[src/logic/timer0_regs.svh]
/*
 * Register offsets, field positions, reset values and timing counts of the
 * 8-bit waveform timer with asynchronous clock option.
 * Assumes a 32-bit AHB-Lite slave with one aligned word per register.
 */
`ifndef TIMER0_REGS_SVH
`define TIMER0_REGS_SVH

// Byte offsets
`define OFS_CONTROL      8'h00
`define OFS_COUNT        8'h04
`define OFS_COMPARE      8'h08
`define OFS_STATUS       8'h0c
`define OFS_EVENT        8'h10
`define OFS_PORT_DIR     8'h14

// Status, event and port direction field positions
`define ST_ASYNC_BIT     3
`define EV_MATCH_BIT     1
`define EV_OVF_BIT       0
`define DIR_OUT_BIT      0

// Reset values
`define RST_BYTE         8'h00

// Counter limits
`define CNT_MAX          8'hff
`define CNT_BOTTOM       8'h00

// Oscillator edges before a temporary register lands
`define ASYNC_LOAD_EDGES 2'd2

// Prescaler masks, divisor minus one
`define DIV8_MASK        10'h007
`define DIV32_MASK       10'h01f
`define DIV64_MASK       10'h03f
`define DIV128_MASK      10'h07f
`define DIV256_MASK      10'h0ff
`define DIV1024_MASK     10'h3ff

`endif

[src/logic/timer0_pkg.sv]
/*
 * Types shared by the timer block: waveform modes, control layout and the
 * captured bus address phase.
 * Assumes nothing beyond a SystemVerilog package compiler.
 */
package timer0_pkg;

	// Order gives the encoding of the two waveform mode bits
	typedef enum logic [1:0] {
		wm_normal,
		wm_phase_pwm,
		wm_ctc,
		wm_fast_pwm
	} wave_mode_e;

	// Control byte layout
	typedef struct packed {
		logic       force_compare_strobe;
		logic       wgm_hi;
		logic [1:0] compare_output_mode_bits;
		logic       wgm_lo;
		logic [2:0] clock_select_bits;
	} ctrl_s;

	// Captured address phase
	typedef struct packed {
		logic       write;
		logic [7:0] addr;
	} ahb_req_s;

	typedef logic [7:0] byte_t;

endpackage

[src/logic/timer0_waveform_async_ctrl.sv]
/*
 * Timer block: 8-bit counter, compare unit, waveform output, prescaler,
 * asynchronous oscillator clock option with update-busy handshake, and the
 * AHB-Lite register slave.
 * Assumes a single AHB-Lite master, hclk at 125 MHz, and an oscillator pin
 * much slower than hclk (at least four times slower).
 */
// Design decisions made here: the register addresses and register access over AHB-Lite.
`timescale 1ns/1ps
`include "timer0_regs.svh"

module timer0_waveform_async_ctrl #(
	parameter int PRESC_W = 10
) (
	input  wire logic        hclk,
	input  wire logic        hresetn,
	input  wire logic        hsel,
	input  wire logic [31:0] haddr,
	input  wire logic [1:0]  htrans,
	input  wire logic        hwrite,
	input  wire logic [2:0]  hsize,
	input  wire logic [31:0] hwdata,
	input  wire logic        hready,
	output logic             hreadyout,
	output logic [31:0]      hrdata,
	output logic             hresp,
	input  wire logic        timer_osc_pin,
	output logic             compare_output_pin,
	output logic             compare_output_oe_n,
	output logic             port_override
);

	////////////////////////////////////////////////////////////////////////
	// Declarations

	localparam int SLOTS = 3;
	localparam int SL_CTRL = 0;
	localparam int SL_CMP = 1;
	localparam int SL_CNT = 2;

	timer0_pkg::ahb_req_s   req_r;
	logic                   wr_pend_r;
	logic                   rd_pend_r;
	logic                   osc_s1_r;
	logic                   osc_s2_r;
	logic                   osc_s3_r;
	logic                   async_select_r;
	logic                   dir_out_r;
	logic [1:0]             event_r;
	timer0_pkg::ctrl_s      ctrl_r;
	timer0_pkg::byte_t      ctrl_tmp_r;
	timer0_pkg::byte_t      count_r;
	timer0_pkg::byte_t      count_tmp_r;
	timer0_pkg::byte_t      cmp_buf_r;
	timer0_pkg::byte_t      cmp_tmp_r;
	timer0_pkg::byte_t      ocr_r;
	logic                   up_r;
	logic                   block_r;
	logic                   oc_r;
	logic [PRESC_W-1:0]     presc_r;
	logic [SLOTS-1:0]       busy_r;
	logic [1:0]             edge_cnt_r [SLOTS];
	logic [SLOTS-1:0]       slot_load;
	logic [SLOTS-1:0]       slot_write;

	wire logic              accept;
	wire logic              wr_ctrl;
	wire logic              wr_count;
	wire logic              wr_cmp;
	wire logic              wr_status;
	wire logic              wr_event;
	wire logic              wr_dir;
	wire logic              osc_rise;
	wire logic              src_en;
	wire logic              tick;
	wire timer0_pkg::wave_mode_e mode;
	wire logic [1:0]        com;
	wire logic              cnt_max;
	wire logic              cnt_bottom;
	wire logic              match_raw;
	wire logic              match_ignored;
	wire logic              match;
	wire logic              ctrl_load;
	wire logic              count_load;
	wire logic              cmp_load;
	wire timer0_pkg::ctrl_s ctrl_src;
	wire timer0_pkg::byte_t count_src;
	wire timer0_pkg::byte_t cmp_src;
	wire logic              force_now;
	wire logic              ovf_set;
	wire logic              ocr_update;
	wire timer0_pkg::byte_t read_val;
	wire logic [PRESC_W-1:0] presc_mask;

	timer0_pkg::byte_t      count_nxt;
	logic                   up_nxt;
	logic                   oc_nxt;

	////////////////////////////////////////////////////////////////////////
	// Functions

	// Register select of the captured address phase
	function automatic logic reg_hit(input timer0_pkg::ahb_req_s r, input logic [7:0] ofs);
		reg_hit = (r.addr == ofs);
	endfunction

	// Prescaler mask for the divided selections
	function automatic logic [PRESC_W-1:0] div_mask(input logic [2:0] cs);
		unique case (cs)
			3'h2:    div_mask = PRESC_W'(`DIV8_MASK);
			3'h3:    div_mask = PRESC_W'(`DIV32_MASK);
			3'h4:    div_mask = PRESC_W'(`DIV64_MASK);
			3'h5:    div_mask = PRESC_W'(`DIV128_MASK);
			3'h6:    div_mask = PRESC_W'(`DIV256_MASK);
			3'h7:    div_mask = PRESC_W'(`DIV1024_MASK);
			default: div_mask = '0;
		endcase
	endfunction

	// Compare action of the non-PWM modes and the force strobe
	function automatic logic nonpwm_act(input logic [1:0] c, input logic cur);
		unique case (c)
			2'h1:    nonpwm_act = ~cur;
			2'h2:    nonpwm_act = 1'b0;
			2'h3:    nonpwm_act = 1'b1;
			default: nonpwm_act = cur;
		endcase
	endfunction

	// Level forced by a PWM event; the reserved code leaves the pin alone
	function automatic logic pwm_act(input logic [1:0] c, input logic clr_lvl, input logic cur);
		unique case (c)
			2'h2:    pwm_act = clr_lvl;
			2'h3:    pwm_act = ~clr_lvl;
			default: pwm_act = cur;
		endcase
	endfunction

	////////////////////////////////////////////////////////////////////////
	// Bus decode

	// Zero-wait writes commit in the data phase; reads take one wait state
	assign accept    = hsel && hready && htrans[1];
	assign wr_ctrl   = wr_pend_r && reg_hit(req_r, `OFS_CONTROL);
	assign wr_count  = wr_pend_r && reg_hit(req_r, `OFS_COUNT);
	assign wr_cmp    = wr_pend_r && reg_hit(req_r, `OFS_COMPARE);
	assign wr_status = wr_pend_r && reg_hit(req_r, `OFS_STATUS);
	assign wr_event  = wr_pend_r && reg_hit(req_r, `OFS_EVENT);
	assign wr_dir    = wr_pend_r && reg_hit(req_r, `OFS_PORT_DIR);

	// Async reads of compare and control show the temporaries
	assign read_val =
		reg_hit(req_r, `OFS_CONTROL) ? (async_select_r ? (ctrl_tmp_r & 8'h7f) : ctrl_r) :
		reg_hit(req_r, `OFS_COUNT)   ? count_r :
		reg_hit(req_r, `OFS_COMPARE) ? (async_select_r ? cmp_tmp_r : cmp_buf_r) :
		reg_hit(req_r, `OFS_STATUS)  ? {4'h0, async_select_r, busy_r[SL_CNT], busy_r[SL_CMP], busy_r[SL_CTRL]} :
		reg_hit(req_r, `OFS_EVENT)   ? {6'h00, event_r} :
		reg_hit(req_r, `OFS_PORT_DIR) ? {7'h00, dir_out_r} :
		8'h00;

	// Address and data phase tracking
	always_ff @(posedge hclk or negedge hresetn) begin
		if (!hresetn) begin
			req_r     <= '0;
			wr_pend_r <= 1'b0;
			rd_pend_r <= 1'b0;
			hreadyout <= 1'b1;
			hrdata    <= 32'h0000_0000;
			hresp     <= 1'b0;
		end else begin
			wr_pend_r <= accept && hwrite;
			rd_pend_r <= accept && !hwrite;
			if (accept)
				req_r <= '{write: hwrite, addr: {haddr[7:2], 2'b00}};
			if (accept && !hwrite)
				hreadyout <= 1'b0;
			else if (rd_pend_r)
				hreadyout <= 1'b1;
			if (rd_pend_r)
				hrdata <= {24'h00_0000, read_val};
			hresp <= 1'b0;
		end
	end

	////////////////////////////////////////////////////////////////////////
	// Oscillator pin synchroniser and clock source

	// Two flops before use, a third only for the edge
	always_ff @(posedge hclk or negedge hresetn) begin
		if (!hresetn) begin
			osc_s1_r <= 1'b0;
			osc_s2_r <= 1'b0;
			osc_s3_r <= 1'b0;
		end else begin
			osc_s1_r <= timer_osc_pin;
			osc_s2_r <= osc_s1_r;
			osc_s3_r <= osc_s2_r;
		end
	end

	// Timer source: every bus clock, or each synchronised oscillator rising edge
	assign osc_rise = osc_s2_r && !osc_s3_r;
	assign src_en   = async_select_r ? osc_rise : 1'b1;

	// Prescaler; a stopped timer holds it cleared
	assign presc_mask = div_mask(ctrl_r.clock_select_bits);
	assign tick = (ctrl_r.clock_select_bits != 3'h0) && src_en &&
		((presc_r & presc_mask) == presc_mask);

	always_ff @(posedge hclk or negedge hresetn) begin
		if (!hresetn)
			presc_r <= '0;
		else if (ctrl_r.clock_select_bits == 3'h0)
			presc_r <= '0;
		else if (src_en)
			presc_r <= presc_r + PRESC_W'(1);
	end

	////////////////////////////////////////////////////////////////////////
	// Asynchronous write handshake

	// Slot writes: control, compare, counter
	assign slot_write[SL_CTRL] = wr_ctrl && async_select_r;
	assign slot_write[SL_CMP]  = wr_cmp && async_select_r;
	assign slot_write[SL_CNT]  = wr_count && async_select_r;

	// Per-slot edge counter; a fresh write restarts it and wins over the clear
	for (genvar k = 0; k < SLOTS; k++) begin : g_slot
		assign slot_load[k] = busy_r[k] && osc_rise &&
			(edge_cnt_r[k] == `ASYNC_LOAD_EDGES - 2'd1) && !slot_write[k];

		always_ff @(posedge hclk or negedge hresetn) begin
			if (!hresetn) begin
				busy_r[k]     <= 1'b0;
				edge_cnt_r[k] <= 2'd0;
			end else if (slot_write[k]) begin
				busy_r[k]     <= 1'b1;
				edge_cnt_r[k] <= 2'd0;
			end else if (wr_status && (hwdata[`ST_ASYNC_BIT] != async_select_r)) begin
				busy_r[k]     <= 1'b0;
				edge_cnt_r[k] <= 2'd0;
			end else if (slot_load[k]) begin
				busy_r[k]     <= 1'b0;
				edge_cnt_r[k] <= 2'd0;
			end else if (busy_r[k] && osc_rise) begin
				edge_cnt_r[k] <= edge_cnt_r[k] + 2'd1;
			end
		end
	end

	// Destination loads, direct in sync mode, from temporaries in async mode
	assign ctrl_load  = (wr_ctrl && !async_select_r) || slot_load[SL_CTRL];
	assign count_load = (wr_count && !async_select_r) || slot_load[SL_CNT];
	assign cmp_load   = (wr_cmp && !async_select_r) || slot_load[SL_CMP];
	assign ctrl_src   = async_select_r ? ctrl_tmp_r : hwdata[7:0];
	assign count_src  = async_select_r ? count_tmp_r : hwdata[7:0];
	assign cmp_src    = async_select_r ? cmp_tmp_r : hwdata[7:0];

	////////////////////////////////////////////////////////////////////////
	// Compare and waveform decode

	assign mode       = timer0_pkg::wave_mode_e'({ctrl_r.wgm_hi, ctrl_r.wgm_lo});
	assign com        = ctrl_r.compare_output_mode_bits;
	assign cnt_max    = (count_r == `CNT_MAX);
	assign cnt_bottom = (count_r == `CNT_BOTTOM);

	// Continuous compare, masked for one tick after a counter write
	assign match_raw = tick && (count_r == ocr_r) && !block_r;
	assign match_ignored = ((mode == timer0_pkg::wm_fast_pwm) || (mode == timer0_pkg::wm_phase_pwm)) &&
		(ocr_r == `CNT_MAX) && com[1];
	assign match = match_raw && !match_ignored;

	// Force acts only when the new control selects a non-PWM mode
	assign force_now = ctrl_load && ctrl_src.force_compare_strobe && !ctrl_src.wgm_lo;

	// Overflow at BOTTOM in phase PWM, at MAX elsewhere
	assign ovf_set = tick && ((mode == timer0_pkg::wm_phase_pwm) ? (!up_r && cnt_bottom) : cnt_max);

	// Compare buffer to active: immediate in normal and CTC, at TOP in both PWM modes
	assign ocr_update =
		(mode == timer0_pkg::wm_normal) || (mode == timer0_pkg::wm_ctc) ||
		(tick && cnt_max && ((mode == timer0_pkg::wm_fast_pwm) || up_r));

	////////////////////////////////////////////////////////////////////////
	// Counter sequence

	always_comb begin
		count_nxt = count_r;
		up_nxt    = up_r;
		if (count_load) begin
			count_nxt = count_src;
		end else if (tick) begin
			unique case (mode)
				timer0_pkg::wm_normal,
				timer0_pkg::wm_fast_pwm: begin
					count_nxt = count_r + 8'h01;
				end
				timer0_pkg::wm_ctc: begin
					count_nxt = match_raw ? `CNT_BOTTOM : count_r + 8'h01;
				end
				timer0_pkg::wm_phase_pwm: begin
					if (up_r) begin
						up_nxt    = !cnt_max;
						count_nxt = cnt_max ? count_r - 8'h01 : count_r + 8'h01;
					end else begin
						up_nxt    = cnt_bottom;
						count_nxt = cnt_bottom ? count_r + 8'h01 : count_r - 8'h01;
					end
				end
			endcase
		end
	end

	////////////////////////////////////////////////////////////////////////
	// Waveform output level

	always_comb begin
		oc_nxt = oc_r;
		if (force_now) begin
			oc_nxt = nonpwm_act(ctrl_src.compare_output_mode_bits, oc_r);
		end else if (tick) begin
			unique case (mode)
				timer0_pkg::wm_normal,
				timer0_pkg::wm_ctc: begin
					if (match)
						oc_nxt = nonpwm_act(com, oc_r);
				end
				timer0_pkg::wm_fast_pwm: begin
					if (match)
						oc_nxt = pwm_act(com, 1'b0, oc_r);
					else if (cnt_max)
						oc_nxt = pwm_act(com, 1'b1, oc_r);
				end
				timer0_pkg::wm_phase_pwm: begin
					if (match)
						oc_nxt = pwm_act(com, !up_r, oc_r);
					else if (match_ignored && cnt_max && up_r)
						oc_nxt = pwm_act(com, 1'b1, oc_r);
				end
			endcase
		end
	end

	////////////////////////////////////////////////////////////////////////
	// Timer state

	// Counter, compare path and output level
	always_ff @(posedge hclk or negedge hresetn) begin
		if (!hresetn) begin
			count_r <= `RST_BYTE;
			up_r    <= 1'b1;
			block_r <= 1'b0;
			oc_r    <= 1'b0;
			ocr_r   <= `RST_BYTE;
		end else begin
			count_r <= count_nxt;
			up_r    <= up_nxt;
			oc_r    <= oc_nxt;
			if (count_load)
				block_r <= 1'b1;
			else if (tick)
				block_r <= 1'b0;
			if (ocr_update)
				ocr_r <= cmp_buf_r;
		end
	end

	// Software side registers; the force bit is never stored in ctrl_r
	always_ff @(posedge hclk or negedge hresetn) begin
		if (!hresetn) begin
			ctrl_r         <= `RST_BYTE;
			ctrl_tmp_r     <= `RST_BYTE;
			count_tmp_r    <= `RST_BYTE;
			cmp_tmp_r      <= `RST_BYTE;
			cmp_buf_r      <= `RST_BYTE;
			async_select_r <= 1'b0;
			dir_out_r      <= 1'b0;
		end else begin
			if (ctrl_load)
				ctrl_r <= {1'b0, ctrl_src[6:0]};
			if (cmp_load)
				cmp_buf_r <= cmp_src;
			if (wr_ctrl)
				ctrl_tmp_r <= hwdata[7:0];
			if (wr_count)
				count_tmp_r <= hwdata[7:0];
			if (wr_cmp)
				cmp_tmp_r <= hwdata[7:0];
			if (wr_status)
				async_select_r <= hwdata[`ST_ASYNC_BIT];
			if (wr_dir)
				dir_out_r <= hwdata[`DIR_OUT_BIT];
		end
	end

	// Sticky event flags, write one to clear; a new event beats the clear
	always_ff @(posedge hclk or negedge hresetn) begin
		if (!hresetn) begin
			event_r <= 2'b00;
		end else begin
			event_r[`EV_OVF_BIT]   <= (event_r[`EV_OVF_BIT] && !(wr_event && hwdata[`EV_OVF_BIT])) || ovf_set;
			event_r[`EV_MATCH_BIT] <= (event_r[`EV_MATCH_BIT] && !(wr_event && hwdata[`EV_MATCH_BIT])) ||
				match_raw;
		end
	end

	////////////////////////////////////////////////////////////////////////
	// Pin outputs

	// Pin override and driver enable follow the live control register
	always_ff @(posedge hclk or negedge hresetn) begin
		if (!hresetn) begin
			compare_output_pin  <= 1'b0;
			compare_output_oe_n <= 1'b1;
			port_override       <= 1'b0;
		end else begin
			compare_output_pin  <= oc_nxt;
			port_override       <= (ctrl_r.compare_output_mode_bits != 2'h0);
			compare_output_oe_n <= !((ctrl_r.compare_output_mode_bits != 2'h0) && dir_out_r);
		end
	end

endmodule

[config.mk]
export PLATFORM = sky130hd
export DESIGN_NAME = timer0_waveform_async_ctrl
export DESIGN_NICKNAME = d
export VERILOG_FILES = /design/src/logic/timer0_pkg.sv /design/src/logic/timer0_waveform_async_ctrl.sv
export VERILOG_INCLUDE_DIRS = /design/src /design/src/logic
export SDC_FILE = /design/constraint.sdc
export NUM_CORES = 1
export LEC_CHECK = 0
export BUFFER_PORTS_ARGS = -buffer_cell sky130_fd_sc_hd__buf_2
export CORE_ASPECT_RATIO = 0.6
export CORE_MARGIN = 2
export CORE_UTILIZATION = 55
export CTS_BUF_LIST = sky130_fd_sc_hd__clkbuf_4 sky130_fd_sc_hd__clkbuf_8 sky130_fd_sc_hd__clkbuf_16
export DETAILED_ROUTE_END_ITERATION = 8
export GPL_ROUTABILITY_DRIVEN = 0
export GPL_TIMING_DRIVEN = 0
export PLACE_DENSITY = 0.79
export SLEW_MARGIN = 15
export SYNTH_ARGS = -nofsm -noshare
export SYNTH_HDL_FRONTEND = slang
export SYNTH_SLANG_ARGS = --single-unit
[constraint.sdc]
create_clock -name hclk -period 7.3 [get_ports hclk]
set_clock_uncertainty 0.15 [all_clocks]
set_input_delay 0.73 -clock hclk [delete_from_list [all_inputs] [get_ports hclk]]
set_output_delay 0.73 -clock hclk [all_outputs]
set_load 0.02 [all_outputs]
==> results.py, run 1 <==
metrics = {
    "routing": {
        "dr.pass1.iters": 5,
        "antenna_left": 0,
        "drtIter0Drc": 691,
        "drt_wl_total_mm": 16.9,
        "routedWlPerCell_um": 19.8,
        "viasPerCell": 6.19,
        "drc": 0,
        "via_count": 5270,
    },
    "setup_path": {
        "cp.required_ps": 7390,
        "timing.rr.start": "req_r[4]",
        "path_max_fanout": 10,
        "cp_data_arrival_time_ps": 4040,
        "endpoint_kind": "flop",
        "cp-startpoint": "req_r[4]",
        "crit_type": "flop to flop",
        "start_kind": "flop",
        "reg2reg_setup_slack_ps": 3360,
    },
    "power": {
        "p_switching_mw": 0.957,
        "power_density_nw_per_um2": 361,
        "leakagePower_nw": 2.98,
        "p_comb_share_pct": 40.8,
        "clkPwrFrac_pct": 22.1,
        "netSwitchingFraction_pct": 39.6,
        "ir_drop_v": 0.000204,
        "p_seq_share_pct": 37.1,
        "p_int_mw": 1.46,
    },
    "yosys": {
        "netlist_area_um2": 5910,
        "ys_seq_area_share_pct": 43.7,
        "ys_warn_count": 0,
        "avgSynthCellArea_um2": 9.22,
        "synth_top_flop_cell": "dfrtp_1",
        "synth-edff-count": 0,
        "synthCells": 641,
        "ys_types": 65,
        "ys_ff_latch": 103,
        "async_flop_share_pct": 100,
    },
    "placed_design": {
        "io_buffer_count": 31,
        "placed_cell_area_um2": 6360,
        "hpwlAfterDp_mm": 12.5,
    },
    "global_route": {
        "antenna_found_initial": 0,
        "grt_pass1_wl_mm": 26.2,
        "grt_max_degree": 64,
        "gr-max-usage-layer": "met1",
        "grtUsageMet3_pct": 10.4,
        "overflow": 0,
        "grt_pass1_vias": 4779,
        "global_route.usage.met1_pct": 45.4,
        "grt.total_usage_pct": 29.9,
        "grtUsageMet2_pct": 41.4,
    },
    "sta": {
        "hold_viol": 0,
        "rsz0062_at_grt": "no",
        "fmax_mhz": 254,
        "tns_ps": 0,
        "slew_headroom_pct": 15.6,
        "setup_viol": 0,
        "drv_slew": 0,
        "worstMarginPinSlew_ps": 1250,
        "min_period_ps": 3940,
        "timing.final.crit_share_pct": 54.0,
    },
    "clocking": {
        "tritoncts": "done",
        "post-cts-setup-buffers": 0,
        "clock-sinks": 103,
        "clk_transition_reported_paths_ps": 70,
        "cts_made_buffers": 9,
        "cts-root-buf": "clkbuf_16",
        "cts-htree-levels": 3,
        "cts_buffer_depth": 2,
        "post_cts_resized": 0,
        "cts_hold_buf": 0,
        "worst_skew_pair.late_latency_ps": 360,
    },
    "floorplan": {
        "start_util_pct": 56.2,
        "die_area_um2": 11600,
        "rows": 29,
        "die_x_um": 138,
        "io_pins": 112,
        "die_h_um": 84.3,
        "core-area_um2": 10500,
    },
    "finish": {
        "insertedDiodeCount": 0,
        "nNetsFinal": 794,
        "area_growth_pct": 13.3,
        "layout-drive-gt1-share_pct": 18.2,
        "design_area_um2": 6700,
    },
    "flow_run": {
        "maxCapViolCount": 0,
    },
    "worst_hold_path": {
        "hp-class": "input port to async pin",
    },
    "status": {
        "outcome": "complete, no violations",
    },
}
[registers in the layout (all words and copies together), names as in the netlist, 8 cells and up]
name and cells:
cmp_buf_r 8, cmp_tmp_r 8, count_r 8, count_tmp_r 8
ctrl_tmp_r 8, hrdata 8, ocr_r 8, presc_r 10
[layout make-up]
cell class | count | area, µm²
Clock inverter | 3 | 67.6
Multi-Input combinational cell | 473 | 2980
Buffer | 60 | 335
Sequential cell | 103 | 2580
Clock buffer | 13 | 262
Inverter | 29 | 109
Tap cell | 139 | 174
Fill cell | 879 | 3820
Timing Repair Buffer | 32 | 189
[path summary, 6_finish.rpt]
kind / endpoint / cells past startpoint
worst min register to register: osc_s2_r / 0
worst min-delay path: presc_r[5] / 1
min in group hclk: osc_s2_r / 0
max in group asynchronous: up_r / 2
worst max-delay path: count_r[4] / 8
worst max register to register: count_r[4] / 8
[per-stage QoR]
| step | total power [mW] | util, % | setup slack [ps] | cells | hold WS (ps) |
|---|---|---|---|---|---|
| after CTS | 2.38 | 63.6 | 3530 | 852 | 144 |
| after detailed placement | 1.85 | 60.5 | 3550 | 836 | 189 |
| after global routing | 2.55 | 63.7 | 3360 | 852 | 159 |
| after global placement | 1.79 | 60.2 | 3560 | 835 | 188 |
| after floorplan | 1.57 | - | 4370 | 665 | 181 |
| final | 2.42 | 63.7 | 3360 | 852 | 131 |
[critical path: stages (launching register included)]
cell and delay [ps]:
dfrtp_1 380, buf_6 140, or4_4 530, buf_6 160, nor3_4 550, mux2i_1 980, clkbuf_1 520, a21oi_1 170
a31o_2 240
[synthesized netlist by cell type, drive strengths merged (4+ instances only)]
master	number	area share [%]
nor3	22	2.1
o22ai	4	0.42
xnor2	22	3.3
inv	28	1.8
nor2b	5	0.53
nand4	10	1.1
nand2	82	5.2
nor2	44	2.8
a31oi	19	2.0
o21ai	33	2.8
nand3	18	1.5
a21oi	39	3.3
xor2	4	0.59
clkbuf	29	1.8
a21boi	4	0.51
and3	10	1.1
o31a	7	1.0
nor4	5	0.53
ha	11	2.3
buf	31	3.8
mux2	44	8.4
mux2i	13	2.2
nor3b	4	0.51
dfrtp	100	42
[power by group through the flow]
stage	registers [mW]	logic (mW)	clock network [mW]
after global routing	0.913	1.08	0.557
after floorplan	0.871	0.701	0
after detailed placement	0.898	0.950	0
after CTS	0.888	0.958	0.534
final	0.897	0.986	0.534
after global placement	0.882	0.907	0
[cells by family after synthesis]
family | count (synthesis) | synth area share (%)
other | 1 | 0.0634
XOR/XNOR | 26 | 3.85
AO/OA/AOI/OAI | 138 | 14.7
flip-flops | 103 | 43.7
multiplexers | 57 | 10.6
buffers and inverters | 89 | 7.51
AND/OR/NAND/NOR | 216 | 17.3
adder cells (fa/ha/maj) | 11 | 2.33
[placed cells by master, fill, tap and decap left out, types with 3 or more instances in the layout]
master | Yosys | routed
dfrtp_1 | 100 | 100
and3_1 | 10 | 10
or3_1 | 3 | 3
mux2_2 | 44 | 44
nand2_1 | 82 | 82
a21boi_0 | 4 | 4
nand4_1 | 10 | 10
inv_1 | 28 | 28
nand3_1 | 18 | 18
nor2b_1 | 5 | 5
a211oi_1 | 3 | 3
nor3_1 | 21 | 21
buf_1 | 3 | 3
o31a_1 | 7 | 7
o22ai_1 | 4 | 4
mux2i_1 | 13 | 13
xnor2_1 | 22 | 22
clkbuf_1 | 29 | 29
and2_1 | 3 | 3
dfstp_2 | 3 | 3
conb_1 | 1 | 25
a21oi_1 | 39 | 39
a32oi_1 | 3 | 3
buf_4 | 25 | 25
a31oi_1 | 19 | 19
ha_1 | 11 | 11
buf_6 | 2 | 3
clkbuf_16 | 0 | 9
nor2_1 | 44 | 44
o21ai_0 | 31 | 31
xor2_1 | 4 | 4
clkbuf_4 | 0 | 3
nor4_1 | 5 | 4
buf_2 | 1 | 31
nor3b_1 | 4 | 4
[layer usage]
layer / vias to the layer above / part of all wire, % / wire length [µm]
met1: 2546 / 43 / 7300
met2: 335 / 41 / 6900
li1: 2350 / - / -
met3: 39 / 14 / 2430
met4: 0 / 1.3 / 224
met5: - / 0 / 0
(Power assumes the default switching activity.)
==> run 2: changes to the inputs <==
--- a/config.mk
+++ b/config.mk
@@ -9,12 +9,12 @@
 export BUFFER_PORTS_ARGS = -buffer_cell sky130_fd_sc_hd__buf_2
 export CORE_ASPECT_RATIO = 0.6
 export CORE_MARGIN = 2
-export CORE_UTILIZATION = 55
+export CORE_UTILIZATION = 51
 export CTS_BUF_LIST = sky130_fd_sc_hd__clkbuf_4 sky130_fd_sc_hd__clkbuf_8 sky130_fd_sc_hd__clkbuf_16
 export DETAILED_ROUTE_END_ITERATION = 8
 export GPL_ROUTABILITY_DRIVEN = 0
 export GPL_TIMING_DRIVEN = 0
-export PLACE_DENSITY = 0.79
+export PLACE_DENSITY = 0.77
 export SLEW_MARGIN = 15
 export SYNTH_ARGS = -nofsm -noshare
 export SYNTH_HDL_FRONTEND = slang
==> constraint.sdc (replaced) <==
create_clock -name hclk -period 3.6 [get_ports hclk]
set_clock_uncertainty 0.15 [all_clocks]
set_input_delay 0.36 -clock hclk [delete_from_list [all_inputs] [get_ports hclk]]
set_output_delay 0.36 -clock hclk [all_outputs]
set_load 0.02 [all_outputs]
==> run 2 against run 1 <==
  * Clock-buffer cell count down 1
  * Sequential power increased by 100%
  * Worst hold slack got worse by 55 ps
  * Maximum frequency increased by 12%
  * Cell count up 2.7%
  * Final area grew 0.45%
  * Sequential cell count did not move
  * Critical path depth unchanged
  * Register-to-register slack got worse by 3300 ps
  * Critical endpoint is now count_r[5]
==> results.py, run 2 (synthesis results as in run 1) <==
metrics = {
    "setup_path": {
        "start_kind": "flop",
        "path_max_fanout": 10,
        "cp-startpoint": "req_r[4]",
        "crit_chain": "buf_6, or4_4, buf_6, nor3_4, mux2i_4, clkbuf_1, a31oi_1, o31a_1",
        "cp_data_arrival_time_ps": 3620,
        "crit_type": "flop to flop",
        "critPathMaxStageDelay_ps": 590,
        "crit_path_frequent_cell": "buf_6",
        "crit_slowest_cell": "nor3_4",
        "endpoint_kind": "flop",
        "crit_end": "count_r[5]",
        "r2r_end": "count_r[5]",
        "reg2reg_depth": 8,
        "timing.rr.start": "req_r[4]",
        "reg2reg_setup_slack_ps": 80,
        "cp.required_ps": 3690,
    },
    "finish": {
        "final_cell_mix": "100 x dfrtp_1, 82 x nand2_1, 44 x nor2_1, 44 x mux2_2, 39 x a21oi_1",
        "design_area_um2": 6730,
        "stdcell_count": 875,
        "largest_register_ff_count": 10,
        "insertedDiodeCount": 0,
        "area_growth_pct": 13.8,
        "layout_commonest_cell": "dfrtp_1",
        "layout-drive-gt1-share_pct": 18.2,
        "nNetsFinal": 796,
        "top_register": "presc_r",
        "post-route-util_pct": 59.6,
    },
    "sta": {
        "min_period_ps": 3520,
        "hold_viol": 0,
        "rsz0062_at_grt": "no",
        "setup_viol": 0,
        "slew_headroom_pct": 12.0,
        "fmax_mhz": 284,
        "worstMarginPinSlew_ps": 1310,
        "holdWs_ps": 75.9,
        "drv_slew": 0,
        "timing.final.crit_share_pct": 97.9,
    },
    "routing": {
        "antenna_left": 0,
        "via_count": 5274,
        "routedWlPerCell_um": 19.2,
        "viasPerCell": 6.03,
        "drt_wl_total_mm": 16.8,
        "drtIter0Drc": 692,
        "dr.pass1.iters": 7,
        "drc": 0,
    },
    "clocking": {
        "cts-root-buf": "clkbuf_16",
        "worst_skew_pair.late_latency_ps": 350,
        "cts_buffer_depth": 2,
        "clk_transition_reported_paths_ps": 70,
        "cts-htree-levels": 3,
        "cts_made_buffers": 9,
        "tritoncts": "done",
        "clock-sinks": 103,
        "post-cts-setup-buffers": 0,
    },
    "floorplan": {
        "start_util_pct": 52.3,
        "core-area_um2": 11300,
        "die_h_um": 87.4,
        "io_pins": 112,
        "rows": 30,
        "die_area_um2": 12500,
        "die_x_um": 143,
    },
    "global_route": {
        "grt_pass1_vias": 4777,
        "grt.total_usage_pct": 27.9,
        "grt_max_degree": 69,
        "grt_pass1_wl_mm": 26.1,
        "overflow": 0,
        "antenna_found_initial": 0,
    },
    "placed_design": {
        "io_buffer_count": 31,
        "placed_cells": 857,
        "hpwlAfterDp_mm": 12.5,
        "placed_cell_area_um2": 6390,
    },
    "power": {
        "power_density_nw_per_um2": 719,
        "leakagePower_nw": 2.98,
        "ir_drop_v": 0.000292,
        "total_power_mw": 4.84,
    },
    "status": {
        "outcome": "complete, no violations",
    },
    "worst_hold_path": {
        "hp-class": "input port to flop",
    },
    "flow_run": {
        "maxCapViolCount": 0,
    },
}
-- run 2: cell types whose count changed in the layout (fill, tap and decap cells not counted), sizes merged --
cell         previous run  this run
clkinv                  1         3
dlygate4sd3             0         2
bufinv                  2         1
clkbuf                 42        41
clkinvlp                1         0
inv                    28        29
-- run 2: what timing repair did --
| item | 4_1_cts | 5_1_grt |
|---|---|---|
| hold endpoints to repair | 36 | 0 |
| endpoints found under the setup margin | 8 | 7 |
| gates cloned | 0 | 0 |
| hold buffers | 2 | 0 |
| resized for setup | 1 | 1 |
-- run 2: through the flow --
step | setup slack, ps | TNS [ps]
6_report | 75.6 | 0
5_1_grt | 29.7 | 0
4_1_cts | 59.0 | 0
3_5_place_dp | -146 | -871
3_3_place_gp | -150 | -828
2_1_floorplan | 670 | 0
-- run 2: report_power, final --
part | switching (mW) | internal, mW
logic | 1.20 | 0.808
clock network | 0.443 | 0.577
registers | 0.304 | 1.50
-- run 2: area by class of cell --
class	count	area (µm²)
Clock inverter	4	52.6
Timing Repair Buffer	34	209
Sequential cell	103	2580
Clock buffer	12	254
Inverter	29	109
Buffer	60	335
Multi-Input combinational cell	473	2990
Fill cell	977	4570
Tap cell	160	200
-- run 2: per-layer routing --
layer	track usage [%]	vias to the layer above	share of wire [%]	wire length, µm
li1	-	2355	-	-
met1	39.4	2507	43	7260
met2	39.1	367	41	6860
met3	12.4	45	14	2370
met4	7.02	0	2.1	357
met5	0	-	0	0
-- run 2: worst min path at each step --
stage / cells after the start / end / startpoint
after detailed placement: 1 / presc_r[8] / hresetn
after floorplan: 0 / async_select_r / hresetn
final: 3 / wr_pend_r / hwrite
after global placement: 0 / osc_s2_r / osc_s1_r
after global routing: 2 / rd_pend_r / hwrite
after CTS: 2 / rd_pend_r / hwrite
-- run 2: worst max-delay path, delay by kind of cell, from the launching register on --
family | cells | cell delay [ps]
buffers and inverters | 3 | 810
multiplexers | 1 | 570
AND/OR/NAND/NOR | 2 | 1120
AO/OA/AOI/OAI | 2 | 390
flip-flops | 1 | 380
==> run 3: changes to the inputs <==
--- a/config.mk
+++ b/config.mk
@@ -15,6 +15,7 @@
 export GPL_ROUTABILITY_DRIVEN = 0
 export GPL_TIMING_DRIVEN = 0
 export PLACE_DENSITY = 0.77
+export SETUP_SLACK_MARGIN = 0.5
 export SLEW_MARGIN = 15
 export SYNTH_ARGS = -nofsm -noshare
 export SYNTH_HDL_FRONTEND = slang
==> run 3 against run 2 <==
  * Sequential power about the same
  * Routed wire length increased by 0.16%
  * Clock-buffer cell count unchanged
  * Global-route usage increased by 0.084 points
  * Maximum frequency increased by 21%
  * Worst setup slack improved by 620 ps
  * Via count about the same
  * Cell count increased by 0.11%
  * Die area unchanged
  * Sequential share of layout area decreased by 0.18 points
  * Non-clock buffer count increased by 1
  * Clock power about the same
  * Critical endpoint is now hrdata[2]
  * Largest power group unchanged
==> results.py, run 3 (synthesis results as in run 1) <==
metrics = {
    "floorplan": {
        "rows": 30,
        "core-area_um2": 11300,
        "start_util_pct": 52.3,
        "die_h_um": 87.4,
        "die_area_um2": 12500,
        "die_x_um": 143,
        "io_pins": 112,
    },
    "setup_path": {
        "crit_type": "flop to flop",
        "path_max_fanout": 10,
        "endpoint_kind": "flop",
        "reg2reg_depth": 7,
        "start_kind": "flop",
        "cp.required_ps": 3720,
        "reg2reg_setup_slack_ps": 690,
        "timing.rr.start": "async_select_r",
        "r2r_end": "hrdata[2]",
        "cp_data_arrival_time_ps": 3030,
    },
    "routing": {
        "drc": 0,
        "drtIter0Drc": 792,
        "viasPerCell": 6.02,
        "via_count": 5276,
        "routedWlPerCell_um": 19.3,
        "dr.pass1.iters": 6,
        "drt_wl_total_mm": 16.9,
        "antenna_left": 0,
    },
    "finish": {
        "top_register": "presc_r",
        "nNetsFinal": 797,
        "stdcell_count": 876,
        "final_cell_mix": "100 x dfrtp_1, 82 x nand2_1, 44 x nor2_1, 44 x mux2_2, 39 x a21oi_1",
        "largest_register_ff_count": 10,
        "insertedDiodeCount": 0,
        "area_growth_pct": 14.4,
        "layout-drive-gt1-share_pct": 18.9,
        "fill_cells": 970,
        "layout_commonest_cell": "dfrtp_1",
    },
    "placed_design": {
        "pre_cts_slack_ps": -146,
        "hpwlAfterDp_mm": 12.5,
        "placed_cells": 857,
        "io_buffer_count": 31,
    },
    "sta": {
        "slew_headroom_pct": 13.1,
        "hold_viol": 0,
        "rsz0062_at_grt": "no",
        "fmax_mhz": 344,
        "min_period_ps": 2910,
        "setup_viol": 0,
        "timing.final.crit_share_pct": 80.8,
        "worstMarginPinSlew_ps": 1290,
        "drv_slew": 0,
        "setup_slack_ps": 691,
    },
    "global_route": {
        "grt_pass1_wl_mm": 26.1,
        "antenna_found_initial": 0,
        "grtUsageMet2_pct": 39.2,
        "grt_max_degree": 69,
        "grt_pass1_vias": 4791,
        "grt.total_usage_pct": 28.0,
        "gr-max-usage-layer": "met1",
        "grtUsageMet3_pct": 12.3,
        "overflow": 0,
        "global_route.usage.met1_pct": 39.6,
    },
    "worst_hold_path": {
        "hold_depth": 3,
        "whs_endpoint": "wr_pend_r",
        "hp-class": "input port to flop",
        "hold_start": "hwrite",
    },
    "clocking": {
        "cts-htree-levels": 3,
        "cts-root-buf": "clkbuf_16",
        "clock-sinks": 103,
        "cts_made_buffers": 9,
        "worst_skew_pair.late_latency_ps": 350,
        "clk_transition_reported_paths_ps": 70,
        "tritoncts": "done",
        "cts_buffer_depth": 2,
    },
    "status": {
        "outcome": "complete, no violations",
    },
    "power": {
        "ir_drop_v": 0.000289,
        "leakagePower_nw": 3.00,
        "total_power_mw": 4.84,
        "power_density_nw_per_um2": 716,
    },
    "flow_run": {
        "maxCapViolCount": 0,
    },
}
-- run 3: worst max path at each step --
stage	startpoint	to	slack, ps	cells after the start
floorplan	req_r[4]	count_r[4]	670	8
global placement	req_r[4]	count_r[4]	-150	8
detailed placement	req_r[4]	count_r[4]	-150	8
CTS	req_r[4]	cmp_buf_r[3]	590	7
global route	count_r[4]	count_r[3]	550	8
finish	async_select_r	hrdata[2]	690	7
-- run 3: repair_timing --
item	in CTS	in global routing
resized for setup	3	6
setup endpoints to repair	12	13
pin swaps	1	0
setup buffers	1	0
hold buffers	2	0
hold endpoints to repair	36	0
-- run 3: critical path, cell delays in order, from the launching register on --
cell and delay [ps]:
dfrtp_1 320, clkbuf_1 310, clkbuf_1 510, clkbuf_1 560, a21oi_1 150, a32oi_1 480, nand4_1 200, o21ai_0 150
-- run 3: cell type report --
class	count	area [µm²]	area share [%]
Buffer	60	337	4.98
Clock buffer	12	254	3.76
Clock inverter	4	52.6	0.777
Inverter	29	109	1.61
Multi-Input combinational cell	473	3010	44.5
Sequential cell	103	2580	38.2
Tap cell	160	200	2.96
Timing Repair Buffer	35	216	3.20
-- run 3: per-stage QoR --
step	hold slack (ps)	utilization, %	TNS (ps)	instance area [µm²]
floorplan	-85.6	-	0	6000
global placement	193	56.3	-828	6360
detailed placement	127	56.6	-871	6390
CTS	71.7	59.7	0	6740
global route	69.4	59.8	0	6760
finish	74.3	59.8	0	6760
-- run 3: report_power, final --
part	total [mW]	leakage [nW]	internal (mW)	switching, mW
clock	1.02	0.154	0.577	0.444
combinational	2.01	1.60	0.810	1.20
sequential	1.81	1.24	1.50	0.310
total	4.84	3.00	2.89	1.95
-- run 3: layer usage --
| metal | vias up | wire [µm] |
|---|---|---|
| met5 | - | 0 |
| li1 | 2355 | - |
| met2 | 371 | 6850 |
| met3 | 45 | 2480 |
| met1 | 2505 | 7170 |
| met4 | 0 | 373 |
